<file path="config.mk">
export PLATFORM = sky130hd
export DESIGN_NAME = sas_sequencer
export DESIGN_NICKNAME = d
export VERILOG_FILES = /design/src/logic/sas_pkg.sv /design/src/logic/sas_sequencer.sv
export SDC_FILE = /design/constraint.sdc
export NUM_CORES = 1
export LEC_CHECK = 0
export BUFFER_PORTS_ARGS = -buffer_cell sky130_fd_sc_hd__clkbuf_2
export CAP_MARGIN = 30
export CORE_ASPECT_RATIO = 0.75
export CORE_MARGIN = 4
export CORE_UTILIZATION = 54
export DETAILED_ROUTE_END_ITERATION = 6
export GPL_ROUTABILITY_DRIVEN = 0
export PLACE_DENSITY = 0.92
export SETUP_SLACK_MARGIN = 0.1
export SKIP_CTS_REPAIR_TIMING = 1
export SKIP_LAST_GASP = 1
export SYNTH_ARGS = -nofsm -noshare
export SYNTH_HDL_FRONTEND = slang
export SYNTH_SLANG_ARGS = --single-unit
</file>
<file path="constraint.sdc">
create_clock -name aclk -period 3 [get_ports aclk]
set_input_delay 0.6 -clock aclk [delete_from_list [all_inputs] [get_ports aclk]]
set_output_delay 0.6 -clock aclk [all_outputs]
set_load 0.01 [all_outputs]
</file>
<file path="src/logic/sas_pkg.sv">
// Package with register map, field layouts and timing constants of the converter sequencer.
`default_nettype none
package sas_pkg;

   // ==========================================================================
   // Register indices (byte address is four times the index)
   // ==========================================================================
   localparam logic [7:0] RESULT_IDX   = 8'h0a;
   localparam logic [7:0] CSR_IDX      = 8'h0b;
   localparam logic [7:0] IRQ_STAT_IDX = 8'h0c;
   localparam logic [7:0] IRQ_MASK_IDX = 8'h0d;

   // ==========================================================================
   // Reset values and codes
   // ==========================================================================
   localparam logic [7:0] RESULT_RESET = 8'h00;
   localparam logic [7:0] CSR_RESET    = 8'h00;
   localparam logic [7:0] FULL_SCALE   = 8'hff;
   localparam logic [7:0] ZERO_SCALE   = 8'h00;
   localparam logic [7:0] TRIAL_FIRST  = 8'h80;
   localparam logic [1:0] IRQ_RESET    = 2'h0;
   localparam logic [1:0] RESP_OKAY    = 2'h0;
   localparam logic [1:0] RESP_SLVERR  = 2'h2;

   // ==========================================================================
   // Timing: converter clock is the bus clock divided by four
   // ==========================================================================
   localparam int         ADC_DIV       = 4;
   localparam int         CONV_CLKS     = 12;
   localparam int         APPROX_STEPS  = 8;
   localparam int         LOAD_CLKS     = CONV_CLKS - APPROX_STEPS;
   localparam logic [1:0] DIV_LAST      = 2'(ADC_DIV - 1);
   localparam logic [2:0] LOAD_LAST     = 3'(LOAD_CLKS - 1);
   localparam logic [2:0] BIT_FIRST     = 3'(APPROX_STEPS - 1);
   localparam logic [5:0] CONV_CYC_LAST = 6'(ADC_DIV * CONV_CLKS - 1);

   // ==========================================================================
   // Types
   // ==========================================================================
   typedef enum logic [1:0] {S_IDLE, S_LOAD, S_APPROX} sas_state_t;

   typedef struct packed {
      logic       done;
      logic       rsv6;
      logic       power_on;
      logic       rsv4;
      logic [3:0] input_select;
   } sas_csr_t;

   typedef struct packed {
      logic abort;
      logic done;
   } sas_irq_t;

   typedef struct packed {
      logic       power_on;
      logic       sample_load;
      logic [3:0] input_select;
      logic [7:0] trial_code;
   } sas_analog_t;

endpackage
`default_nettype wire

</file>
<file path="src/logic/sas_sequencer.sv">
// Successive-approximation converter sequencer with an AXI4-Lite register slave.
//
// Behaviour
// - Input above high reference gives FFh, no overflow.
// - Input below low reference gives 00h.
// - Load sample, then eight steps disconnected.
// - Repeat load and steps while converter on.
// - Twelve converter clocks; converter clock is quarter rate.
// - Four-bit select picks input by binary code.
// - Setting power bit starts continuous conversions.
// - Completion sets top status bit; interrupt only if unmasked.
// - Result holds until next conversion completes.
// - Control write while on aborts and restarts.
// - Result read or control write clears flag.
// - Clearing power bit stops conversions.
// - CPU wait mode leaves converter running.
// - Both registers reset to zero.
// - Result is read-only, full 8-bit range.
`timescale 1ns/10ps
`default_nettype none
module sas_sequencer
   import sas_pkg::*;
#(
   parameter int ADDR_W = 12
) (
   input  wire logic              aclk,
   input  wire logic              aresetn,
   input  wire logic              clk_en,
   input  wire logic [ADDR_W-1:0] s_axi_awaddr,
   input  wire logic              s_axi_awvalid,
   output logic                   s_axi_awready,
   input  wire logic [31:0]       s_axi_wdata,
   input  wire logic [3:0]        s_axi_wstrb,
   input  wire logic              s_axi_wvalid,
   output logic                   s_axi_wready,
   output logic [1:0]             s_axi_bresp,
   output logic                   s_axi_bvalid,
   input  wire logic              s_axi_bready,
   input  wire logic [ADDR_W-1:0] s_axi_araddr,
   input  wire logic              s_axi_arvalid,
   output logic                   s_axi_arready,
   output logic [31:0]            s_axi_rdata,
   output logic [1:0]             s_axi_rresp,
   output logic                   s_axi_rvalid,
   input  wire logic              s_axi_rready,
   input  wire logic              comp_above,
   output sas_analog_t            analog_ctrl,
   output logic                   irq
);

   // ==========================================================================
   // Declarations
   // ==========================================================================
   sas_state_t        state;
   sas_state_t        next_state;
   sas_csr_t          control_status_reg;
   sas_irq_t          irq_status;
   sas_irq_t          irq_mask;
   logic [7:0]        result;
   logic [7:0]        sar;
   logic [7:0]        next_sar;
   logic [7:0]        sar_decided;
   logic [2:0]        step_cnt;
   logic [2:0]        next_step_cnt;
   logic [1:0]        div_cnt;
   logic              tick;
   logic              comp_meta;
   logic              comp_sync;
   logic [ADDR_W-1:0] aw_addr;
   logic [31:0]       w_data;
   logic [3:0]        w_strb;
   logic              aw_held;
   logic              w_held;
   logic              wr_do;
   logic [7:0]        wr_idx;
   logic [7:0]        rd_idx;
   logic              rd_take;
   logic              csr_wr;
   logic              restart;
   logic              result_rd;
   logic              done_evt;
   logic [5:0]        conv_cyc;
   logic              all_high;
   logic              all_low;

   // ==========================================================================
   // Comparator synchroniser
   // ==========================================================================
   // The comparator output is analog-side and asynchronous to the bus clock.
   always_ff @(posedge aclk) begin
      if (!aresetn) begin
         comp_meta <= 1'b0;
         comp_sync <= 1'b0;
      end else if (clk_en) begin
         comp_meta <= comp_above;
         comp_sync <= comp_meta;
      end
   end

   // ==========================================================================
   // Bus slave: write path
   // ==========================================================================
   assign wr_do   = aw_held && w_held && !s_axi_bvalid;
   assign wr_idx  = aw_addr[9:2];
   assign csr_wr  = clk_en && wr_do && (wr_idx == CSR_IDX) && w_strb[0];
   assign restart = csr_wr && w_data[5];

   always_ff @(posedge aclk) begin
      if (!aresetn) begin
         aw_held       <= 1'b0;
         w_held        <= 1'b0;
         aw_addr       <= '0;
         w_data        <= '0;
         w_strb        <= '0;
         s_axi_awready <= 1'b1;
         s_axi_wready  <= 1'b1;
         s_axi_bvalid  <= 1'b0;
         s_axi_bresp   <= RESP_OKAY;
      end else if (clk_en) begin
         if (s_axi_awvalid && s_axi_awready) begin
            aw_held       <= 1'b1;
            aw_addr       <= s_axi_awaddr;
            s_axi_awready <= 1'b0;
         end
         if (s_axi_wvalid && s_axi_wready) begin
            w_held       <= 1'b1;
            w_data       <= s_axi_wdata;
            w_strb       <= s_axi_wstrb;
            s_axi_wready <= 1'b0;
         end
         if (wr_do) begin
            aw_held      <= 1'b0;
            w_held       <= 1'b0;
            s_axi_bvalid <= 1'b1;
            if (wr_idx == CSR_IDX || wr_idx == IRQ_STAT_IDX || wr_idx == IRQ_MASK_IDX) begin
               s_axi_bresp <= RESP_OKAY;
            end else begin
               s_axi_bresp <= RESP_SLVERR;
            end
         end
         if (s_axi_bvalid && s_axi_bready) begin
            s_axi_bvalid  <= 1'b0;
            s_axi_awready <= 1'b1;
            s_axi_wready  <= 1'b1;
         end
      end
   end

   // ==========================================================================
   // Bus slave: read path
   // ==========================================================================
   assign rd_idx    = s_axi_araddr[9:2];
   assign rd_take   = clk_en && s_axi_arvalid && s_axi_arready;
   assign result_rd = rd_take && (rd_idx == RESULT_IDX);

   always_ff @(posedge aclk) begin
      if (!aresetn) begin
         s_axi_arready <= 1'b1;
         s_axi_rvalid  <= 1'b0;
         s_axi_rdata   <= '0;
         s_axi_rresp   <= RESP_OKAY;
      end else if (clk_en) begin
         if (rd_take) begin
            s_axi_arready <= 1'b0;
            s_axi_rvalid  <= 1'b1;
            s_axi_rresp   <= RESP_OKAY;
            case (rd_idx)
               RESULT_IDX:   s_axi_rdata <= {24'h00_0000, result};
               CSR_IDX:      s_axi_rdata <= {24'h00_0000, control_status_reg.done, 1'b0, control_status_reg.power_on, 1'b0,
                                             control_status_reg.input_select};
               IRQ_STAT_IDX: s_axi_rdata <= {30'h0000_0000, irq_status};
               IRQ_MASK_IDX: s_axi_rdata <= {30'h0000_0000, irq_mask};
               default: begin
                  s_axi_rdata <= '0;
                  s_axi_rresp <= RESP_SLVERR;
               end
            endcase
         end
         if (s_axi_rvalid && s_axi_rready) begin
            s_axi_rvalid  <= 1'b0;
            s_axi_arready <= 1'b1;
         end
      end
   end

   // ==========================================================================
   // Control/status register
   // ==========================================================================
   // Reserved bits are not stored, so they read as zero whatever is written.
   always_ff @(posedge aclk) begin
      if (!aresetn) begin
         control_status_reg <= sas_csr_t'(CSR_RESET);
      end else if (clk_en) begin
         if (csr_wr) begin
            control_status_reg.power_on     <= w_data[5];
            control_status_reg.input_select <= w_data[3:0];
         end
         if (done_evt) begin
            control_status_reg.done <= 1'b1;
         end else if (csr_wr || result_rd) begin
            control_status_reg.done <= 1'b0;
         end
      end
   end

   // ==========================================================================
   // Converter clock divider
   // ==========================================================================
   assign tick = clk_en && (div_cnt == DIV_LAST);

   always_ff @(posedge aclk) begin
      if (!aresetn) begin
         div_cnt <= '0;
      end else if (clk_en) begin
         if (restart || state == S_IDLE) begin
            div_cnt <= '0;
         end else begin
            div_cnt <= div_cnt + 2'h1;
         end
      end
   end

   // ==========================================================================
   // Sequencer
   // ==========================================================================
   // The sequencer has no wait-mode input: the CPU sleeping does not touch it.
   assign sar_decided = comp_sync ? sar : (sar & ~(8'h01 << step_cnt));
   assign done_evt    = tick && (state == S_APPROX) && (step_cnt == 3'h0) && !csr_wr;

   always_comb begin
      next_state    = state;
      next_step_cnt = step_cnt;
      next_sar      = sar;
      case (state)
         S_IDLE: begin
            next_sar = '0;
         end
         S_LOAD: begin
            if (tick) begin
               if (step_cnt == LOAD_LAST) begin
                  next_state    = S_APPROX;
                  next_step_cnt = BIT_FIRST;
                  next_sar      = TRIAL_FIRST;
               end else begin
                  next_step_cnt = step_cnt + 3'h1;
               end
            end
         end
         S_APPROX: begin
            if (tick) begin
               if (step_cnt == 3'h0) begin
                  next_state    = S_LOAD;
                  next_step_cnt = '0;
                  next_sar      = '0;
               end else begin
                  next_step_cnt = step_cnt - 3'h1;
                  next_sar      = sar_decided | (8'h01 << (step_cnt - 3'h1));
               end
            end
         end
         default: begin
            next_state = S_IDLE;
         end
      endcase
      if (csr_wr) begin
         next_step_cnt = '0;
         next_sar      = '0;
         next_state    = w_data[5] ? S_LOAD : S_IDLE;
      end
   end

   always_ff @(posedge aclk) begin
      if (!aresetn) begin
         state    <= S_IDLE;
         step_cnt <= '0;
         sar      <= '0;
      end else if (clk_en) begin
         state    <= next_state;
         step_cnt <= next_step_cnt;
         sar      <= next_sar;
      end
   end

   // Only a finished conversion touches the result; an aborted one is dropped.
   always_ff @(posedge aclk) begin
      if (!aresetn) begin
         result <= RESULT_RESET;
      end else if (done_evt) begin
         result <= sar_decided;
      end
   end

   always_ff @(posedge aclk) begin
      if (!aresetn) begin
         analog_ctrl <= '0;
      end else if (clk_en) begin
         analog_ctrl.power_on     <= (next_state != S_IDLE);
         analog_ctrl.sample_load  <= (next_state == S_LOAD);
         analog_ctrl.input_select <= csr_wr ? w_data[3:0] : control_status_reg.input_select;
         analog_ctrl.trial_code   <= next_sar;
      end
   end

   // ==========================================================================
   // Interrupt status and mask
   // ==========================================================================
   // The mask resets to zero, so completion raises no interrupt unless enabled.
   always_ff @(posedge aclk) begin
      if (!aresetn) begin
         irq_status <= IRQ_RESET;
         irq_mask   <= IRQ_RESET;
         irq        <= 1'b0;
      end else if (clk_en) begin
         if (wr_do && wr_idx == IRQ_MASK_IDX && w_strb[0]) begin
            irq_mask <= w_data[1:0];
         end
         if (wr_do && wr_idx == IRQ_STAT_IDX && w_strb[0]) begin
            irq_status <= (irq_status & ~w_data[1:0]) | {restart, done_evt};
         end else begin
            irq_status <= irq_status | {restart, done_evt};
         end
         irq <= |(irq_status & irq_mask);
      end
   end

   always_ff @(posedge aclk) begin
      if (!aresetn) begin
         conv_cyc <= '0;
         all_high <= 1'b1;
         all_low  <= 1'b1;
      end else if (clk_en) begin
         if (restart || done_evt) begin
            conv_cyc <= '0;
            all_high <= 1'b1;
            all_low  <= 1'b1;
         end else if (state != S_IDLE) begin
            conv_cyc <= conv_cyc + 6'h01;
            if (tick && state == S_APPROX) begin
               all_high <= all_high && comp_sync;
               all_low  <= all_low && !comp_sync;
            end
         end
      end
   end
endmodule
`default_nettype wire

</file>
Word level (Yosys, flattened, before mapping)
Index checks and enable logic that the tools add are counted. Widths: inputs -> output; s select.

Bits in latches: 0. Memories kept: 0. Bits in registers: 98. Logic and storage cells: 156. Memory bits (read-only): 0. Memory bits (writable): 0.

Equal/unequal tests: 15. Shifts and indexed selects: 2. $mul: 0. Bitwise gates (word level): 8. Mux-type cells: 42. Reductions and logical operators: 56. Add/subtract/negate cells: 3. Divide/modulo/power cells: 0. $lt $le $gt $ge: 0.

Operators with widths (count): $eq 8x4->1 const B (7); $mux 8 (6); $pmux 8 s4 (1); $reduce_and 2->1 (13); $pmux 8 s3 (1); $logic_and 1x1->1 (21); $mux 2 (9); $mux 1 (17); $reduce_bool 2->1 (8); $shl 1x3->8 const A (2); $mux 3 (5); $ne 3x3->1 const B (3); $and 8x8->8 (1); $not 8->8 (1); $or 8x8->8 (1); $pmux 2 s3 (1); $pmux 3 s2 (1); $reduce_and 5->1 (1); $and 2x2->2 (2); $eq 2x1->1 const B (2); $eq 2x2->1 const B (2); $logic_or 1x1->1 (4); $mux 4 (1); $or 2x2->2 (2); other kinds (13) (14).

Depth between registers and ports, before layout
Gate-level depths: netlist (run 1).

Depth in word-level cells: 9. Gate-level depth with buffers: 8. Mapped depth without buffers: 7.

Worst setup path after synthesis (run 1)
Ideal clock, no wire load.

Kind: input-to-reg. From: input port s_axi_araddr[9]. To: register s_axi_rdata[4]. Cell stages on the path: 5. Arrival: 1.973 ns. Buffers on the path: 0. Path slack: 0.962 ns. Setup time: 0.065 ns. Cells stage by stage: or4b_1 > or4b_1 > nor2_1 > a22oi_1 > nor2b_1.

Word-level cells in the longest chain between the ends: 2. Elaborated cells on any way between the ends: 5. Classes of those cells: eq/ne: 4; mux: 1.

Ends and longest elaborated chain: start, declared (RTL line sas_sequencer.sv:39) `input wire logic [ADDR_W-1:0] s_axi_araddr,`; $eq 8x4->1 (RTL line sas_sequencer.sv:167) `case (rd_idx)`; $pmux 8 s4 (*) (RTL line sas_sequencer.sv:167); end signal, assigned (RTL line sas_sequencer.sv:168) `RESULT_IDX: s_axi_rdata <= {24'h00_0000, result};`; end signal, assigned (RTL line sas_sequencer.sv:169) `CSR_IDX: s_axi_rdata <= {24'h00_0000, control_status_reg.done, 1'b0, control_status_reg.power_on, 1'b0,`; end signal, assigned (RTL line sas_sequencer.sv:171) `IRQ_STAT_IDX: s_axi_rdata <= {30'h0000_0000, irq_status};`; end, declared (RTL line sas_sequencer.sv:42) `output logic [31:0] s_axi_rdata,`.

Every way passes the cells marked *; elsewhere a longest branch is shown, timed or not. A chain may end at the register's enable or synchronous reset.

Worst setup path in the final report (run 1)
From: register aw_addr[9]. To: register analog_ctrl[12] in the netlist's numbering.

Word-level cells in the longest chain between the ends: 5.

Ends and longest elaborated chain: start, declared (RTL line sas_sequencer.sv:69) `logic [ADDR_W-1:0] aw_addr;`; start signal, assigned (RTL line sas_sequencer.sv:122) `aw_addr <= s_axi_awaddr;`; $eq 8x4->1 (RTL line sas_sequencer.sv:105) `assign csr_wr = clk_en && wr_do && (wr_idx == CSR_IDX) && w_strb[0];`; $logic_and 1x1->1 (2 in a row) (RTL line sas_sequencer.sv:105); $mux 2 (RTL line sas_sequencer.sv:265) `if (csr_wr) begin`; $eq 2x1->1 (RTL line sas_sequencer.sv:298) `analog_ctrl.sample_load <= (next_state == S_LOAD);`; end, declared (RTL line sas_sequencer.sv:47) `output sas_analog_t analog_ctrl,`.

Every way passes these cells.

==> results.toml, run 1 <==
[sta]
slew_headroom = 0.4978
slew_viol_final = 0
tightest_slew_ps = 747.5
fin_crit_sh = 0.7584
fmax_mhz = 439.5
setup_violations = 0
setup_tns_ps = 0
final.min_clock_period_ps = 2275
final_hold_viol_count = 0
holdWs_ps = 458.1
rsz0062_at_grt = "false"
finClkSkew_ps = 5.723

[grt]
grt.total_usage = 0.2093
grt_pass1_vias = 2992
grt_first_pass_wirelength_mm = 13.49
grt_max_degree = 71
grt_antenna_before_repair = 0
gr-total-overflow = 0

[drt]
wl_per_cell_um = 14.82
drt-initial-drc-count = 221
totalWireLength_mm = 8.327
drtPass1Iterations = 4
viasPerCell = 5.466
vias = 3072
drtAntennaViolNets = 0
drc = 0

[synthesis]
syn-cell-area_um2 = 3657
synth_edf_count = 0
synth_cell_types = 47
synth.top_cells.by_area = "dfxtp_1, mux2i_1, buf_4"
yosys_register_bits = 69
seq_area_frac_synth = 0.3777
netlist_instances = 426
synth_warnings = 0
synth_top_area_share = 0.3777
dominantRegCellSynth = "dfxtp_1"
yosysTopAreaCell = "dfxtp_1"
synth-async-reset-ratio = 0
avgSynthCellArea_um2 = 8.585

[cts]
cts_sinks = 69
cts-htree-levels = 3
clk_pin_slew_ps = 70
clk-insertion-delay-late_ps = 340
cts_tree = "yes"
cts.path.max_buffers = 2
numCtsBuffers = 9
cts_root_buffer = "clkbuf_8"

[finish]
nets = 560
n_antenna_cell = 0
final_common_cell = "dfxtp_1"
layout_common_cells = "dfxtp_1, clkbuf_2, nand2_1"
largest_register_ffs = 14
area_growth_syn_to_layout_pct = 11.36
drive_above_1_share = 0.1746
top_register = "analog_ctrl"
design_area_um2 = 4073

[die]
die_y_um = 79.27
std_cell_rows = 25
die_width_um = 103.0
io_pins = 125
dieArea_um2 = 8167
design.core.area_um2 = 6444
initial_utilization = 0.5676

[worst_setup_path]
r2r-end = "analog_ctrl[12]$_SDFFE_PN0P_"
cp_max_fo = 11
rrSetupSlack_ps = 720
cp.arrival_ps = 2500
r2r_start = "aw_addr[9]$_SDFFE_PN0P_"
startpoint_type = "flop"
criticalPathCategory = "reg -> reg"
r2r_cells = 6
end_kind = "flop"
required_ps = 3230

[place]
portBuffers = 60
dpl_cell_area_um2 = 3892
dp_hpwl_mm = 6.037

[power_and_ir_drop]
vdd_drop_max_v = 0.0002017
power_density_nw_per_um2 = 441.7
leakagePower_nw = 1.717

[min_path]
whs_path_depth = 2
min_to = "w_held$_SDFFE_PN0P_"
hp-class = "reg -> reg"
min_from = "w_held$_SDFFE_PN0P_"

[status]
status = "complete, no violations"

[run]
maxCapViolCount = 0
[synthesized netlist by cell type (2+ instances only)]
cell	n
a211oi_1	2
a21boi_0	22
a21o_1	3
a21oi_1	12
a221oi_1	2
a22oi_1	11
and2_1	7
and3_1	2
and4b_1	2
buf_1	2
buf_4	31
clkbuf_1	16
dfxtp_1	69
ha_1	13
inv_1	10
mux2i_1	27
nand2_1	55
nand2b_1	9
nand3_1	15
nand3b_1	2
nand4_1	2
nand4b_1	2
nor2_1	16
nor2b_1	29
nor3_1	4
o211a_1	2
o21a_1	7
o21ai_0	31
or3_1	2
or4b_1	2
[critical path, cell delays in order, from the launching register on]
cell and delay (ps):
dfxtp_1 320, or4b_4 580, nor4_4 400, buf_4 270
nand2b_1 180, nor3_1 80, o311a_1 330
[power breakdown]
part | internal [mW] | total [mW] | switching, mW
sequential | 0.934 | 0.948 | 0.0143
clock | 0.397 | 0.720 | 0.323
combinational | 0.0522 | 0.131 | 0.0785
total | 1.38 | 1.80 | 0.416
[routing by layer]
layer	vias to the layer above	global-route usage	routed length, um
met3	12	0.06409	523
met1	1446	0.2505	3559
met4	0	0.06986	114
li1	1522	-	-
met5	-	0	0
met2	92	0.3547	4131
[stage by stage]
stage	instances	util	setup WS (ps)	power, mW
2_1_floorplan	451	-	962.0	1.078
3_3_place_gp	548	0.6041	561.5	1.093
3_5_place_dp	548	0.6041	495.8	1.098
4_1_cts	562	0.6320	732.3	1.804
5_1_grt	562	0.6320	518.3	1.863
6_report	562	0.6320	724.7	1.799
[area by class of cell]
cell class,count,area [um^2]
Fill cell,518,2371
Multi-Input combinational cell,322,2027
Timing Repair Buffer,66,345.3
Sequential cell,69,1381
Tap cell,81,101.3
Clock buffer,12,145.1
Inverter,10,37.54
Clock inverter,2,35.03
[how the worst max path moves through the flow]
| stage | cells past startpoint | from | to |
|---|---|---|---|
| 2_1_floorplan | 5 | s_axi_araddr[9] | s_axi_rdata[4]$_SDFFE_PN0P_ |
| 4_1_cts | 6 | aw_addr[9]$_SDFFE_PN0P_ | analog_ctrl[12]$_SDFFE_PN0P_ |
| 3_5_place_dp | 7 | clk_en | s_axi_rdata[4]$_SDFFE_PN0P_ |
| 5_1_grt | 7 | step_cnt[1]$_SDFFE_PN0P_ | result[0]$_SDFFE_PN0P_ |
| 3_3_place_gp | 7 | clk_en | s_axi_rdata[6]$_SDFFE_PN0P_ |
| 6_report | 6 | aw_addr[9]$_SDFFE_PN0P_ | analog_ctrl[12]$_SDFFE_PN0P_ |
[cells by family after synthesis]
| logic type | synth area share |
|---|---|
| compound gates | 0.1875 |
| other cells | 0.001025 |
| fa+ha+maj | 0.04448 |
| mux | 0.07390 |
| simple gates | 0.2193 |
| buf+inv | 0.09374 |
| xor+xnor | 0.002395 |
| flops | 0.3777 |
Note: power is estimated with default switching activity, not from simulation.
==> inputs of run 2 (changes only) <==
- CORE_UTILIZATION: 54 -> 50
- PLACE_DENSITY: 0.92 -> 0.87
- clock period: 3 -> 2.3 ns (I/O delays scaled with it)
==> run 2 against run 1 <==
Compared with the run above:
- critical path depth grew 1
- core utilization is 3.6 points lower
- sequential share of layout area is 0.64 points lower
- non-clock buffer count is 9 higher
- worst hold slack got worse by 110 ps
- largest power group unchanged
- routed wire length up 3.0%
- die area rose by 7.3%
- clock-buffer cell count did not move
- final area increased by 1.9%
==> results.toml, run 2 (synthesis gave the netlist of run 1 again) <==
[sta]
rsz0062_at_grt = "false"
fmax_mhz = 499.6
slew_viol_final = 0
holdWs_ps = 350.9
final_hold_viol_count = 0
final.min_clock_period_ps = 2002
fin_crit_sh = 0.8703
setup_violations = 0
setup_tns_ps = 0
finClkSkew_ps = 10.02
tightest_slew_ps = 550.9
final.setup.worst_slack_ps = 298.4
slew_headroom = 0.6317

[worst_setup_path]
r2r_cells = 7
cp.arrival_ps = 2230
max_stage_delay_ps = 430
r2r_start = "step_cnt[0]$_SDFFE_PN0P_"
cp_max_fo = 9
critical_path.top_delay_family = "simple AND/OR/NAND/NOR gates"
startpoint = "step_cnt[0]$_SDFFE_PN0P_"
r2r-end = "analog_ctrl[12]$_SDFFE_PN0P_"
rrSetupSlack_ps = 300
criticalPathCategory = "reg -> reg"
critical_path_buf_inv_count = 1
startpoint_type = "flop"
crit_cells = 7
endpoint = "analog_ctrl[12]$_SDFFE_PN0P_"
cp_slowest_cell = "dfxtp_1"
cp_cell_sequence = "inv_1 > ha_1 > and4b_1 > o21ai_0 > nand3b_1 > or3_1 > o311a_1"
end_kind = "flop"
required_ps = 2530

[cts]
clk-insertion-delay-late_ps = 340
clk_pin_slew_ps = 70
cts.path.max_buffers = 2
cts_root_buffer = "clkbuf_8"
cts_sinks = 69
numCtsBuffers = 9
cts-htree-levels = 3
cts_tree = "yes"

[grt]
gr-total-overflow = 0
grt_first_pass_wirelength_mm = 13.81
grt_max_degree = 40
grt.total_usage = 0.1974
grt_pass1_vias = 2938
grt_antenna_before_repair = 0

[finish]
drive_above_1_share = 0.1931
top_register = "analog_ctrl"
final_util = 0.5963
fill_cells = 627
final_common_cell = "dfxtp_1"
layout_common_cells = "dfxtp_1, clkbuf_2, nand2_1"
largest_register_ffs = 14
nets = 569
area_growth_syn_to_layout_pct = 13.51
n_antenna_cell = 0
design_area_um2 = 4151

[place]
dpl_cell_area_um2 = 3974
portBuffers = 60
dp_hpwl_mm = 6.387
preCtsSetupSlack_ps = 162.6

[drt]
totalWireLength_mm = 8.574
drtAntennaViolNets = 0
vias = 3140
drc = 0
drt-initial-drc-count = 186
wl_per_cell_um = 14.53
viasPerCell = 5.322
drtPass1Iterations = 5

[die]
std_cell_rows = 26
design.core.area_um2 = 6962
io_pins = 125
die_y_um = 82.07
initial_utilization = 0.5253
die_width_um = 106.8
dieArea_um2 = 8761

[power_and_ir_drop]
swShare = 0.2484
pwr-share-comb = 0.078
clkPwrFrac = 0.377
p_int_mw = 1.707
power.switching_mw = 0.5644
seq_power_share = 0.545
power_density_nw_per_um2 = 547.2
leakagePower_nw = 1.762
vdd_drop_max_v = 0.0002557

[status]
status = "complete, no violations"

[run]
maxCapViolCount = 0

[min_path]
hp-class = "in -> reg"
[run 2: area by class of cell]
| type | instances | area [um^2] | share of cell area |
|---|---|---|---|
| multi-input cells | 322 | 2027 | 0.4882 |
| flip-flops and latches | 69 | 1381 | 0.3327 |
| repair buffers | 75 | 414.1 | 0.09976 |
| clock buffers | 12 | 145.1 | 0.03496 |
| well taps | 98 | 122.6 | 0.02954 |
| inverters | 10 | 37.54 | 0.009042 |
| clock inverters | 4 | 23.77 | 0.005726 |
[run 2: power groups by stage]
stage	clock network (mW)	logic, mW	registers, mW
5_1_grt	0.935	0.197	1.24
2_1_floorplan	0	0.144	1.26
4_1_cts	0.879	0.177	1.24
6_report	0.857	0.178	1.24
3_5_place_dp	0	0.176	1.26
3_3_place_gp	0	0.171	1.26
[run 2: how the worst min path moves through the flow]
| stage | from | end | slack [ps] | depth (start not counted) |
|---|---|---|---|---|
| after global routing | s_axi_awaddr[9] | aw_addr[9]$_SDFFE_PN0P_ | 350 | 3 |
| after global placement | w_held$_SDFFE_PN0P_ | w_held$_SDFFE_PN0P_ | 440 | 2 |
| after detailed placement | w_held$_SDFFE_PN0P_ | w_held$_SDFFE_PN0P_ | 460 | 2 |
| final | s_axi_awaddr[9] | aw_addr[9]$_SDFFE_PN0P_ | 350 | 3 |
| after floorplan | w_held$_SDFFE_PN0P_ | w_held$_SDFFE_PN0P_ | 430 | 2 |
| after CTS | s_axi_awaddr[8] | aw_addr[8]$_SDFFE_PN0P_ | 340 | 3 |
[run 2: through the flow]
stage,power (mW),instances
6_report,2.272,590
5_1_grt,2.373,590
4_1_cts,2.293,589
3_5_place_dp,1.440,573
3_3_place_gp,1.432,573
2_1_floorplan,1.406,451
[run 2: metal layers]
layer,part of all wire,wire length (um),vias to the layer above,GRT usage
met5,0,0,-,0
met4,0.021,179,0,0.07918
met3,0.068,581,19,0.04556
met2,0.47,4006,118,0.3254
met1,0.44,3807,1467,0.2529
li1,-,-,1536,-
[run 2: worst min-delay path, stage by stage]
cell and delay, ps:
clkbuf_2 80, nand2_1 40, a21boi_0 60
